$ cat src/vndi_pkg.sv
// Operation
// - Node occupies one to four output bytes and two to five diagnosis bytes.
// - Sample ten sensor inputs, two per each of five sockets.
// - Node address decides where input bytes sit in the coupler image.
// - Address zero presents the node as a combined input/output module.
// - Input image is exactly two bytes, byte 0 first.
// - Socket n pin 4 maps to bit 2(n-1), pin 2 to the next bit.
// - Ten green indicators, one per input, lit while the input is active.
// - Inputs add no diagnosis data; diagnosis equals the plain valve node.
// - No input parameters beyond the single valve parameter byte.
// - Short or overload removes sensor power from all five sockets together.
// - Overload is not latched; power returns once the fault clears.
// - Diagnosis byte bit 7 link loss, bit 0 electronics, bit 1 valve supply.
package vndi_pkg;

  // ----------------------------------------------------------------------
  // Sizes and field positions
  // ----------------------------------------------------------------------
  localparam int unsigned NUM_SOCKETS = 5;
  localparam int unsigned NUM_INPUTS = 10;
  localparam int unsigned IN_BYTES = 2;
  localparam logic [2:0] OUT_BYTES_MIN = 3'h1;
  localparam logic [2:0] OUT_BYTES_MAX = 3'h4;
  localparam int unsigned DIAG_LINK_BIT = 7;
  localparam int unsigned DIAG_VALVE_BIT = 1;
  localparam int unsigned DIAG_ELEC_BIT = 0;
  localparam logic [3:0] AUTO_ADDR = 4'h0;
  localparam logic [7:0] PARAM_RESET = 8'h00;
  localparam logic [7:0] BYTE_ZERO = 8'h00;
  localparam logic [9:0] INPUTS_RESET = 10'h000;

  // ----------------------------------------------------------------------
  // Timing: flash period of the sensor supply indicator
  // ----------------------------------------------------------------------
  localparam int unsigned CLK_PERIOD_NS = 10;
  localparam int unsigned FLASH_HALF_MS = 250;
  localparam int unsigned FLASH_HALF_CYC = FLASH_HALF_MS * 1000000 / CLK_PERIOD_NS;
  // Enabled edges after reset before the switch synchronisers hold pin values.
  localparam logic [1:0] CFG_WAIT = 2'h2;

  // Module identity presented to the coupler.
  typedef enum logic [1:0] {
    VNDI_ID_VALVE = 2'b00,
    VNDI_ID_COMBI = 2'b01,
    VNDI_ID_INPUT = 2'b10
  } vndi_ident_e;

  // Link-side image of this node.
  typedef struct packed {
    logic [7:0] in_byte1;
    logic [7:0] in_byte0;
    logic [7:0] diag_std;
    logic [2:0] out_bytes;
    logic [2:0] diag_bytes;
    logic [3:0] in_base;
    vndi_ident_e ident;
  } vndi_image_s;

  // Supply monitor results.
  typedef struct packed {
    logic link_lost;
    logic valve_fault;
    logic elec_fault;
  } vndi_supply_s;

endpackage

$ cat src/vndi_top.sv
`timescale 1ns/1ps
`default_nettype none
// Digital input extension of a valve node.
module vndi_top #(
  parameter int unsigned FLASH_HALF = vndi_pkg::FLASH_HALF_CYC
) (
  input wire logic clk_sys, // System clock, 100 MHz.
  input wire logic srst, // Synchronous reset, active high.
  input wire logic ce, // Clock enable; low freezes all state.
  input wire logic [1:0] input_socket_one, // Pins 4 (bit 0) and 2 (bit 1).
  input wire logic [1:0] input_socket_two, // Pins 4 (bit 0) and 2 (bit 1).
  input wire logic [1:0] input_socket_three, // Pins 4 (bit 0) and 2 (bit 1).
  input wire logic [1:0] input_socket_four, // Pins 4 (bit 0) and 2 (bit 1).
  input wire logic [1:0] input_socket_five, // Pins 4 (bit 0) and 2 (bit 1).
  input wire logic short_det, // Short detected at any socket (pin).
  input wire logic overload_det, // Total sensor current above limit (pin).
  input wire logic elec_fault_det, // Electronics supply out of tolerance (pin).
  input wire logic valve_fault_det, // Valve supply out of tolerance (pin).
  input wire logic [3:0] node_addr, // Address switch, 0 = automatic (pin).
  input wire logic [2:0] out_bytes_cfg, // Configured output bytes, 1..4 (pin).
  input wire logic link_cycle, // Link cycle strobe, same clock domain.
  input wire logic link_ok, // Link communication alive, same clock domain.
  input wire logic param_valid, // Parameter byte strobe, same clock domain.
  input wire logic [7:0] param_byte, // The single parameter byte.
  output var vndi_pkg::vndi_image_s image, // Node image toward the coupler.
  output logic [7:0] param_reg, // Stored parameter byte.
  output logic [9:0] input_led, // Green input indicators.
  output logic sensor_power_en, // Sensor supply switch for all sockets.
  output logic sensor_supply_led // Supply indicator.
);

  // ----------------------------------------------------------------------
  // Input synchronisation
  // ----------------------------------------------------------------------
  wire logic [9:0] raw_in = {input_socket_five, input_socket_four, input_socket_three,
                             input_socket_two, input_socket_one};
  logic [9:0] in_sync;
  logic [3:0] flt_sync;
  logic [3:0] addr_sync;
  logic [2:0] ob_sync;
  logic blink;

  vndi_sync #(.W(10)) u_sync_in (
    .clk_sys(clk_sys),
    .srst(srst),
    .ce(ce),
    .d(raw_in),
    .q(in_sync)
  );

  vndi_sync #(.W(11)) u_sync_cfg (
    .clk_sys(clk_sys),
    .srst(srst),
    .ce(ce),
    .d({out_bytes_cfg, node_addr, valve_fault_det, elec_fault_det, overload_det, short_det}),
    .q({ob_sync, addr_sync, flt_sync})
  );

  vndi_flash #(.HALF(FLASH_HALF)) u_flash (
    .clk_sys(clk_sys),
    .srst(srst),
    .ce(ce),
    .blink(blink)
  );

  // Clamp a configured output width into the legal range.
  function automatic logic [2:0] clamp_out(input logic [2:0] v);
    if (v < vndi_pkg::OUT_BYTES_MIN) begin
      clamp_out = vndi_pkg::OUT_BYTES_MIN;
    end else if (v > vndi_pkg::OUT_BYTES_MAX) begin
      clamp_out = vndi_pkg::OUT_BYTES_MAX;
    end else begin
      clamp_out = v;
    end
  endfunction

  // ----------------------------------------------------------------------
  // Registers
  // ----------------------------------------------------------------------
  logic [9:0] in_ff;
  logic [3:0] addr_ff;
  logic [2:0] outb_ff;
  logic cfg_done_ff;
  logic [1:0] cfg_wait_ff;
  logic [7:0] param_ff;
  logic param_got_ff;
  logic pwr_ff;
  vndi_pkg::vndi_image_s image_ff;

  // Fault currently present; power follows it without memory.
  wire logic fault_now = flt_sync[0] | flt_sync[1];

  // Identity: automatic address presents a combined module.
  wire vndi_pkg::vndi_ident_e nxt_ident = (addr_ff == vndi_pkg::AUTO_ADDR) ?
                                          vndi_pkg::VNDI_ID_COMBI :
                                          vndi_pkg::VNDI_ID_VALVE;

  // Standard diagnosis byte; inputs contribute nothing.
  logic [7:0] nxt_diag;
  always_comb begin
    nxt_diag = vndi_pkg::BYTE_ZERO;
    nxt_diag[vndi_pkg::DIAG_LINK_BIT] = ~link_ok;
    nxt_diag[vndi_pkg::DIAG_ELEC_BIT] = flt_sync[2];
    nxt_diag[vndi_pkg::DIAG_VALVE_BIT] = flt_sync[3];
  end

  // Image contents assembled for the next link cycle.
  vndi_pkg::vndi_image_s nxt_image;
  always_comb begin
    nxt_image.in_byte0 = in_ff[7:0];
    nxt_image.in_byte1 = {6'h00, in_ff[9:8]};
    nxt_image.diag_std = nxt_diag;
    nxt_image.out_bytes = outb_ff;
    nxt_image.diag_bytes = outb_ff + 3'h1;
    nxt_image.in_base = addr_ff;
    nxt_image.ident = nxt_ident;
  end

  // The synchronisers are cleared by reset, so capture waits until they hold the switches.
  wire logic cfg_take = (cfg_wait_ff == vndi_pkg::CFG_WAIT);

  // Switch settings are captured once after reset release.
  always_ff @(posedge clk_sys) begin
    if (srst) begin
      addr_ff <= 4'h0;
      outb_ff <= vndi_pkg::OUT_BYTES_MIN;
      cfg_wait_ff <= 2'h0;
      cfg_done_ff <= 1'b0;
    end else if (ce && !cfg_done_ff) begin
      if (cfg_take) begin
        addr_ff <= addr_sync;
        outb_ff <= clamp_out(ob_sync);
        cfg_done_ff <= 1'b1;
      end else begin
        cfg_wait_ff <= cfg_wait_ff + 2'h1;
      end
    end
  end

  // Only the first parameter byte is accepted; no input parameters exist.
  always_ff @(posedge clk_sys) begin
    if (srst) begin
      param_ff <= vndi_pkg::PARAM_RESET;
      param_got_ff <= 1'b0;
    end else if (ce && param_valid && !param_got_ff) begin
      param_ff <= param_byte;
      param_got_ff <= 1'b1;
    end
  end

  // Sampled inputs and sensor power follow the pins each cycle.
  always_ff @(posedge clk_sys) begin
    if (srst) begin
      in_ff <= vndi_pkg::INPUTS_RESET;
      pwr_ff <= 1'b0;
    end else if (ce) begin
      in_ff <= in_sync;
      pwr_ff <= ~fault_now;
    end
  end

  // Image refreshed on each link cycle strobe.
  always_ff @(posedge clk_sys) begin
    if (srst) begin
      image_ff <= '0;
    end else if (ce && link_cycle) begin
      image_ff <= nxt_image;
    end
  end

  // ----------------------------------------------------------------------
  // Outputs
  // ----------------------------------------------------------------------
  assign image = image_ff;
  assign param_reg = param_ff;
  assign input_led = in_ff;
  assign sensor_power_en = pwr_ff;
  assign sensor_supply_led = pwr_ff | (flt_sync[1] & blink);

endmodule
`default_nettype wire

$ cat src/vndi_sync.sv
`timescale 1ns/1ps
`default_nettype none
// Two-flop synchroniser bank for pin inputs.
module vndi_sync #(
  parameter int unsigned W = 1
) (
  input wire logic clk_sys, // System clock.
  input wire logic srst, // Synchronous reset.
  input wire logic ce, // Clock enable.
  input wire logic [W-1:0] d, // Asynchronous input.
  output logic [W-1:0] q // Synchronised output.
);

  logic [W-1:0] meta_ff;
  logic [W-1:0] sync_ff;

  // ----------------------------------------------------------------------
  // Two stages; the first is read only by the second.
  // ----------------------------------------------------------------------
  always_ff @(posedge clk_sys) begin
    if (srst) begin
      meta_ff <= '0;
      sync_ff <= '0;
    end else if (ce) begin
      meta_ff <= d;
      sync_ff <= meta_ff;
    end
  end

  assign q = sync_ff;

endmodule
`default_nettype wire

$ cat src/vndi_flash.sv
`timescale 1ns/1ps
`default_nettype none
// Free-running square wave used to flash an indicator.
module vndi_flash #(
  parameter int unsigned HALF = 25000000
) (
  input wire logic clk_sys, // System clock.
  input wire logic srst, // Synchronous reset.
  input wire logic ce, // Clock enable.
  output logic blink // Flash waveform.
);

  logic [31:0] cnt_ff;
  logic blink_ff;
  wire logic wrap = (cnt_ff == 32'(HALF - 1));

  // ----------------------------------------------------------------------
  // Toggle the output every HALF cycles.
  // ----------------------------------------------------------------------
  always_ff @(posedge clk_sys) begin
    if (srst) begin
      cnt_ff <= 32'h0;
      blink_ff <= 1'b0;
    end else if (ce) begin
      cnt_ff <= wrap ? 32'h0 : cnt_ff + 32'h1;
      if (wrap) begin
        blink_ff <= ~blink_ff;
      end
    end
  end

  assign blink = blink_ff;

endmodule
`default_nettype wire

$ cat config.mk
export PLATFORM = sky130hd
export DESIGN_NAME = vndi_top
export DESIGN_NICKNAME = d
export VERILOG_FILES = /design/src/vndi_pkg.sv /design/src/vndi_top.sv /design/src/vndi_sync.sv /design/src/vndi_flash.sv
export SDC_FILE = /design/constraint.sdc
export NUM_CORES = 1
export LEC_CHECK = 0
export BUFFER_PORTS_ARGS = -buffer_cell sky130_fd_sc_hd__buf_2
export CAP_MARGIN = 20
export CORE_MARGIN = 1.5
export CORE_UTILIZATION = 50
export DETAILED_ROUTE_END_ITERATION = 8
export PLACE_DENSITY = 0.75
export RECOVER_POWER = 100
export SETUP_SLACK_MARGIN = 0.05
export SYNTH_ARGS = -nofsm -noshare
export SYNTH_HDL_FRONTEND = slang
export SYNTH_SLANG_ARGS = --single-unit
$ cat constraint.sdc
create_clock -name clk_sys -period 1.89 [get_ports clk_sys]
set_input_delay 0.0945 -clock clk_sys [delete_from_list [all_inputs] [get_ports clk_sys]]
set_output_delay 0.0945 -clock clk_sys [all_outputs]
set_load 0.03 [all_outputs]
==> run summary <==
Outcome = completed
DR WL met2 = 5170 um
Logic pwr share = 0.074
CTS clock-pin slew for the worst setup and hold paths = 0.06 ns
Pre-Repair DR Iteration Count = 4
Worst Setup Start Kind = register
Vias in the first global route = 3,864
Number of flip-flops in the largest register = 32
Worst Tran Pin Value = 0.703 ns
DP Cell Count = 729
Total negative slack = 0 ns
Top reg by flops = u_flash.cnt_ff
DRC = 0
Finished Layout Cells = 793
Critical-path maximum fanout = 12
Gp weighted congestion = 0.876
Synth Cell Area = 5160 um2
Hold Slack = 0.101 ns
# nets final = 687
Reg power frac = 0.439
Total CTS buffers = 17
CTS Sinks = 129
I/O pin count = 91
Hpwl dp = 6650 um
Cells after synthesis = 545
Final ANT Viol Nets = 0
Rel. slew slack = 0.531
Commonest non-fill, non-tap cell in the layout = dfxtp_1
GRT overflow = 0
Fmax = 564 MHz
Syn avg cell area = 9.46 um2
DR WL/cell = 13.5 um
M1 WL = 4780 um
Max clock buf depth = 2
Share of layout cells above drive strength 1 = 0.129
Routed vias = 4,005
Minimum clock period = 1.77 ns
Lkg Pwr = 2.73 nW
Final WS setup = 0.118 ns
Slew Viols, Final = 0
R2R Setup Slk = 0.12 ns
First-pass GRT wire length = 17,900 um
Switching Share = 0.228
Worst EP required = 2.29 ns
Chip Width = 105 um
Warnings from Yosys = 0
FF+latch count, synth = 129
Synth unique cells = 39
Core area = 9910 um2
Area Growth Syn to Fin = 24.8%
Final period util = 0.938
Dpl ws = 0.0147 ns
Top sig layer = met4
Htree depth = 4
Design Area, Final = 6440 um2
GRT Total Usage = 0.204
First DRT Iteration DRCs = 251
Number of max-cap violations = 0
Fillers = 801
CP Class = register to register
Final setup fails = 0
Clk pwr share = 0.487
Die Area = 10,900 um2
Max VDD drop = 564 uV
RSZ-0062 raised after global routing = false
Most frequent cells in the layout = dfxtp_1, nor2_1, mux2i_1, nand2_1, clkbuf_1
Worst skew pair latency = 0.51 ns
NetSw = 1.48 mW
CTS tree = done
Crit path DAT = 2.17 ns
Clock Skews = 0.0110 ns
Placed cell areas = 5570 um2
DR WL met3 = 431 um
Diodes inserted = 0
Initial antenna violation count = 0
Detailed Route WL = 10,700 um
PD cells = 1010 nW/um2
Crit. End Element = register
Rows = 36
Root buffer cell = clkbuf_8
Post-DR vias/cell = 5.05
Die H = 105 um
Sequential share of the synthesized area = 0.501
IO Port Bufs = 78
Cell Int Power = 5.04 mW
Fin. Hold Viols = 0
Starting Density = 0.520
Hold Crit Class = primary input to register
Pin count of the biggest net entering global routing = 98
-- power by group through the flow --
stage               clock (mW)  combinational (mW)  sequential (mW)
finish                    3.17               0.486             2.86
global route              3.37               0.529             2.87
CTS                       3.23               0.492             2.86
detailed placement           0               0.434             2.91
global placement             0               0.419             2.91
floorplan                    0               0.313             2.94
-- routing by layer --
metal  up-vias  global-route usage
met2       121               0.335
met1      1840               0.241
met5         -                   0
met3        30              0.0493
met4         0               0.125
li1       2014                   -
-- worst paths after layout --
| kind | cells after the start | to | startpoint |
|---|---|---|---|
| max | 6 | u_flash.cnt_ff[26] | u_flash.cnt_ff[7] |
| min reg2reg | 2 | image[20] | image[20] |
| min | 4 | u_flash.cnt_ff[0] | srst |
| max reg2reg | 6 | u_flash.cnt_ff[26] | u_flash.cnt_ff[7] |
-- Yosys cell counts, drive strengths merged --
master	instances	area share
dfxtp	129	0.50
nor2	108	0.079
mux2i	67	0.13
nand2	54	0.039
buf	30	0.039
a21oi	26	0.025
xor2	23	0.039
clkbuf	21	0.022
nand4	13	0.019
nand3	11	0.013
xnor2	9	0.015
and3	7	0.0085
and4	6	0.010
nor3	6	0.0080
nor4	6	0.011
a211oi	3	0.0044
and2	3	0.0036
ha	3	0.0073
nand3b	3	0.0044
o21ai	3	0.0029
inv	2	0.0015
nand4b	2	0.0034
nor3b	2	0.0029
or3	2	0.0024
a211o	1	0.0017
a21o	1	0.0015
conb	1	0.00073
nor2b	1	0.0012
nor4b	1	0.0017
or2	1	0.0012
-- cell families (layout without fill, tap and decap cells) --
kind of cell / after synthesis / after routing / synth area share
flops: 129 / 129 / 0.501
buf+inv: 53 / 157 / 0.0626
fa+ha+maj: 3 / 3 / 0.00728
simple gates: 226 / 226 / 0.209
mux: 67 / 67 / 0.130
xor+xnor: 32 / 32 / 0.0543
compound gates: 34 / 34 / 0.0357
other cells: 1 / 12 / 0.000727
-- metrics by stage --
step | utilization | total power, mW
2_1_floorplan | - | 3.26
3_3_place_gp | 0.562 | 3.33
3_5_place_dp | 0.562 | 3.35
4_1_cts | 0.654 | 6.59
5_1_grt | 0.650 | 6.77
6_report | 0.650 | 6.52
-- timing repair --
action,4_1_cts,5_1_grt
hold endpoints to repair,34,0
endpoints found under the setup margin,32,33
pin swaps,1,1
setup buffers,0,1
hold buffers,33,0
resized for setup,3,3
-- cell type report --
| type | count | area [um2] | area share |
|---|---|---|---|
| clock buffers | 20 | 435 | 0.0676 |
| clock inverters | 10 | 136 | 0.0212 |
| inverters | 2 | 7.51 | 0.00117 |
| multi-input cells | 374 | 2310 | 0.358 |
| flip-flops and latches | 129 | 2590 | 0.402 |
| well taps | 133 | 166 | 0.0259 |
| repair buffers | 125 | 798 | 0.124 |
-- worst max-delay path: stages (launching register included) --
cell,delay [ns]
dfxtp_1,0.35
nor4_1,0.42
nand3b_1,0.17
nor4_2,0.28
or2_2,0.18
buf_4,0.18
nor2_1,0.07
(Power assumes the default switching activity.)
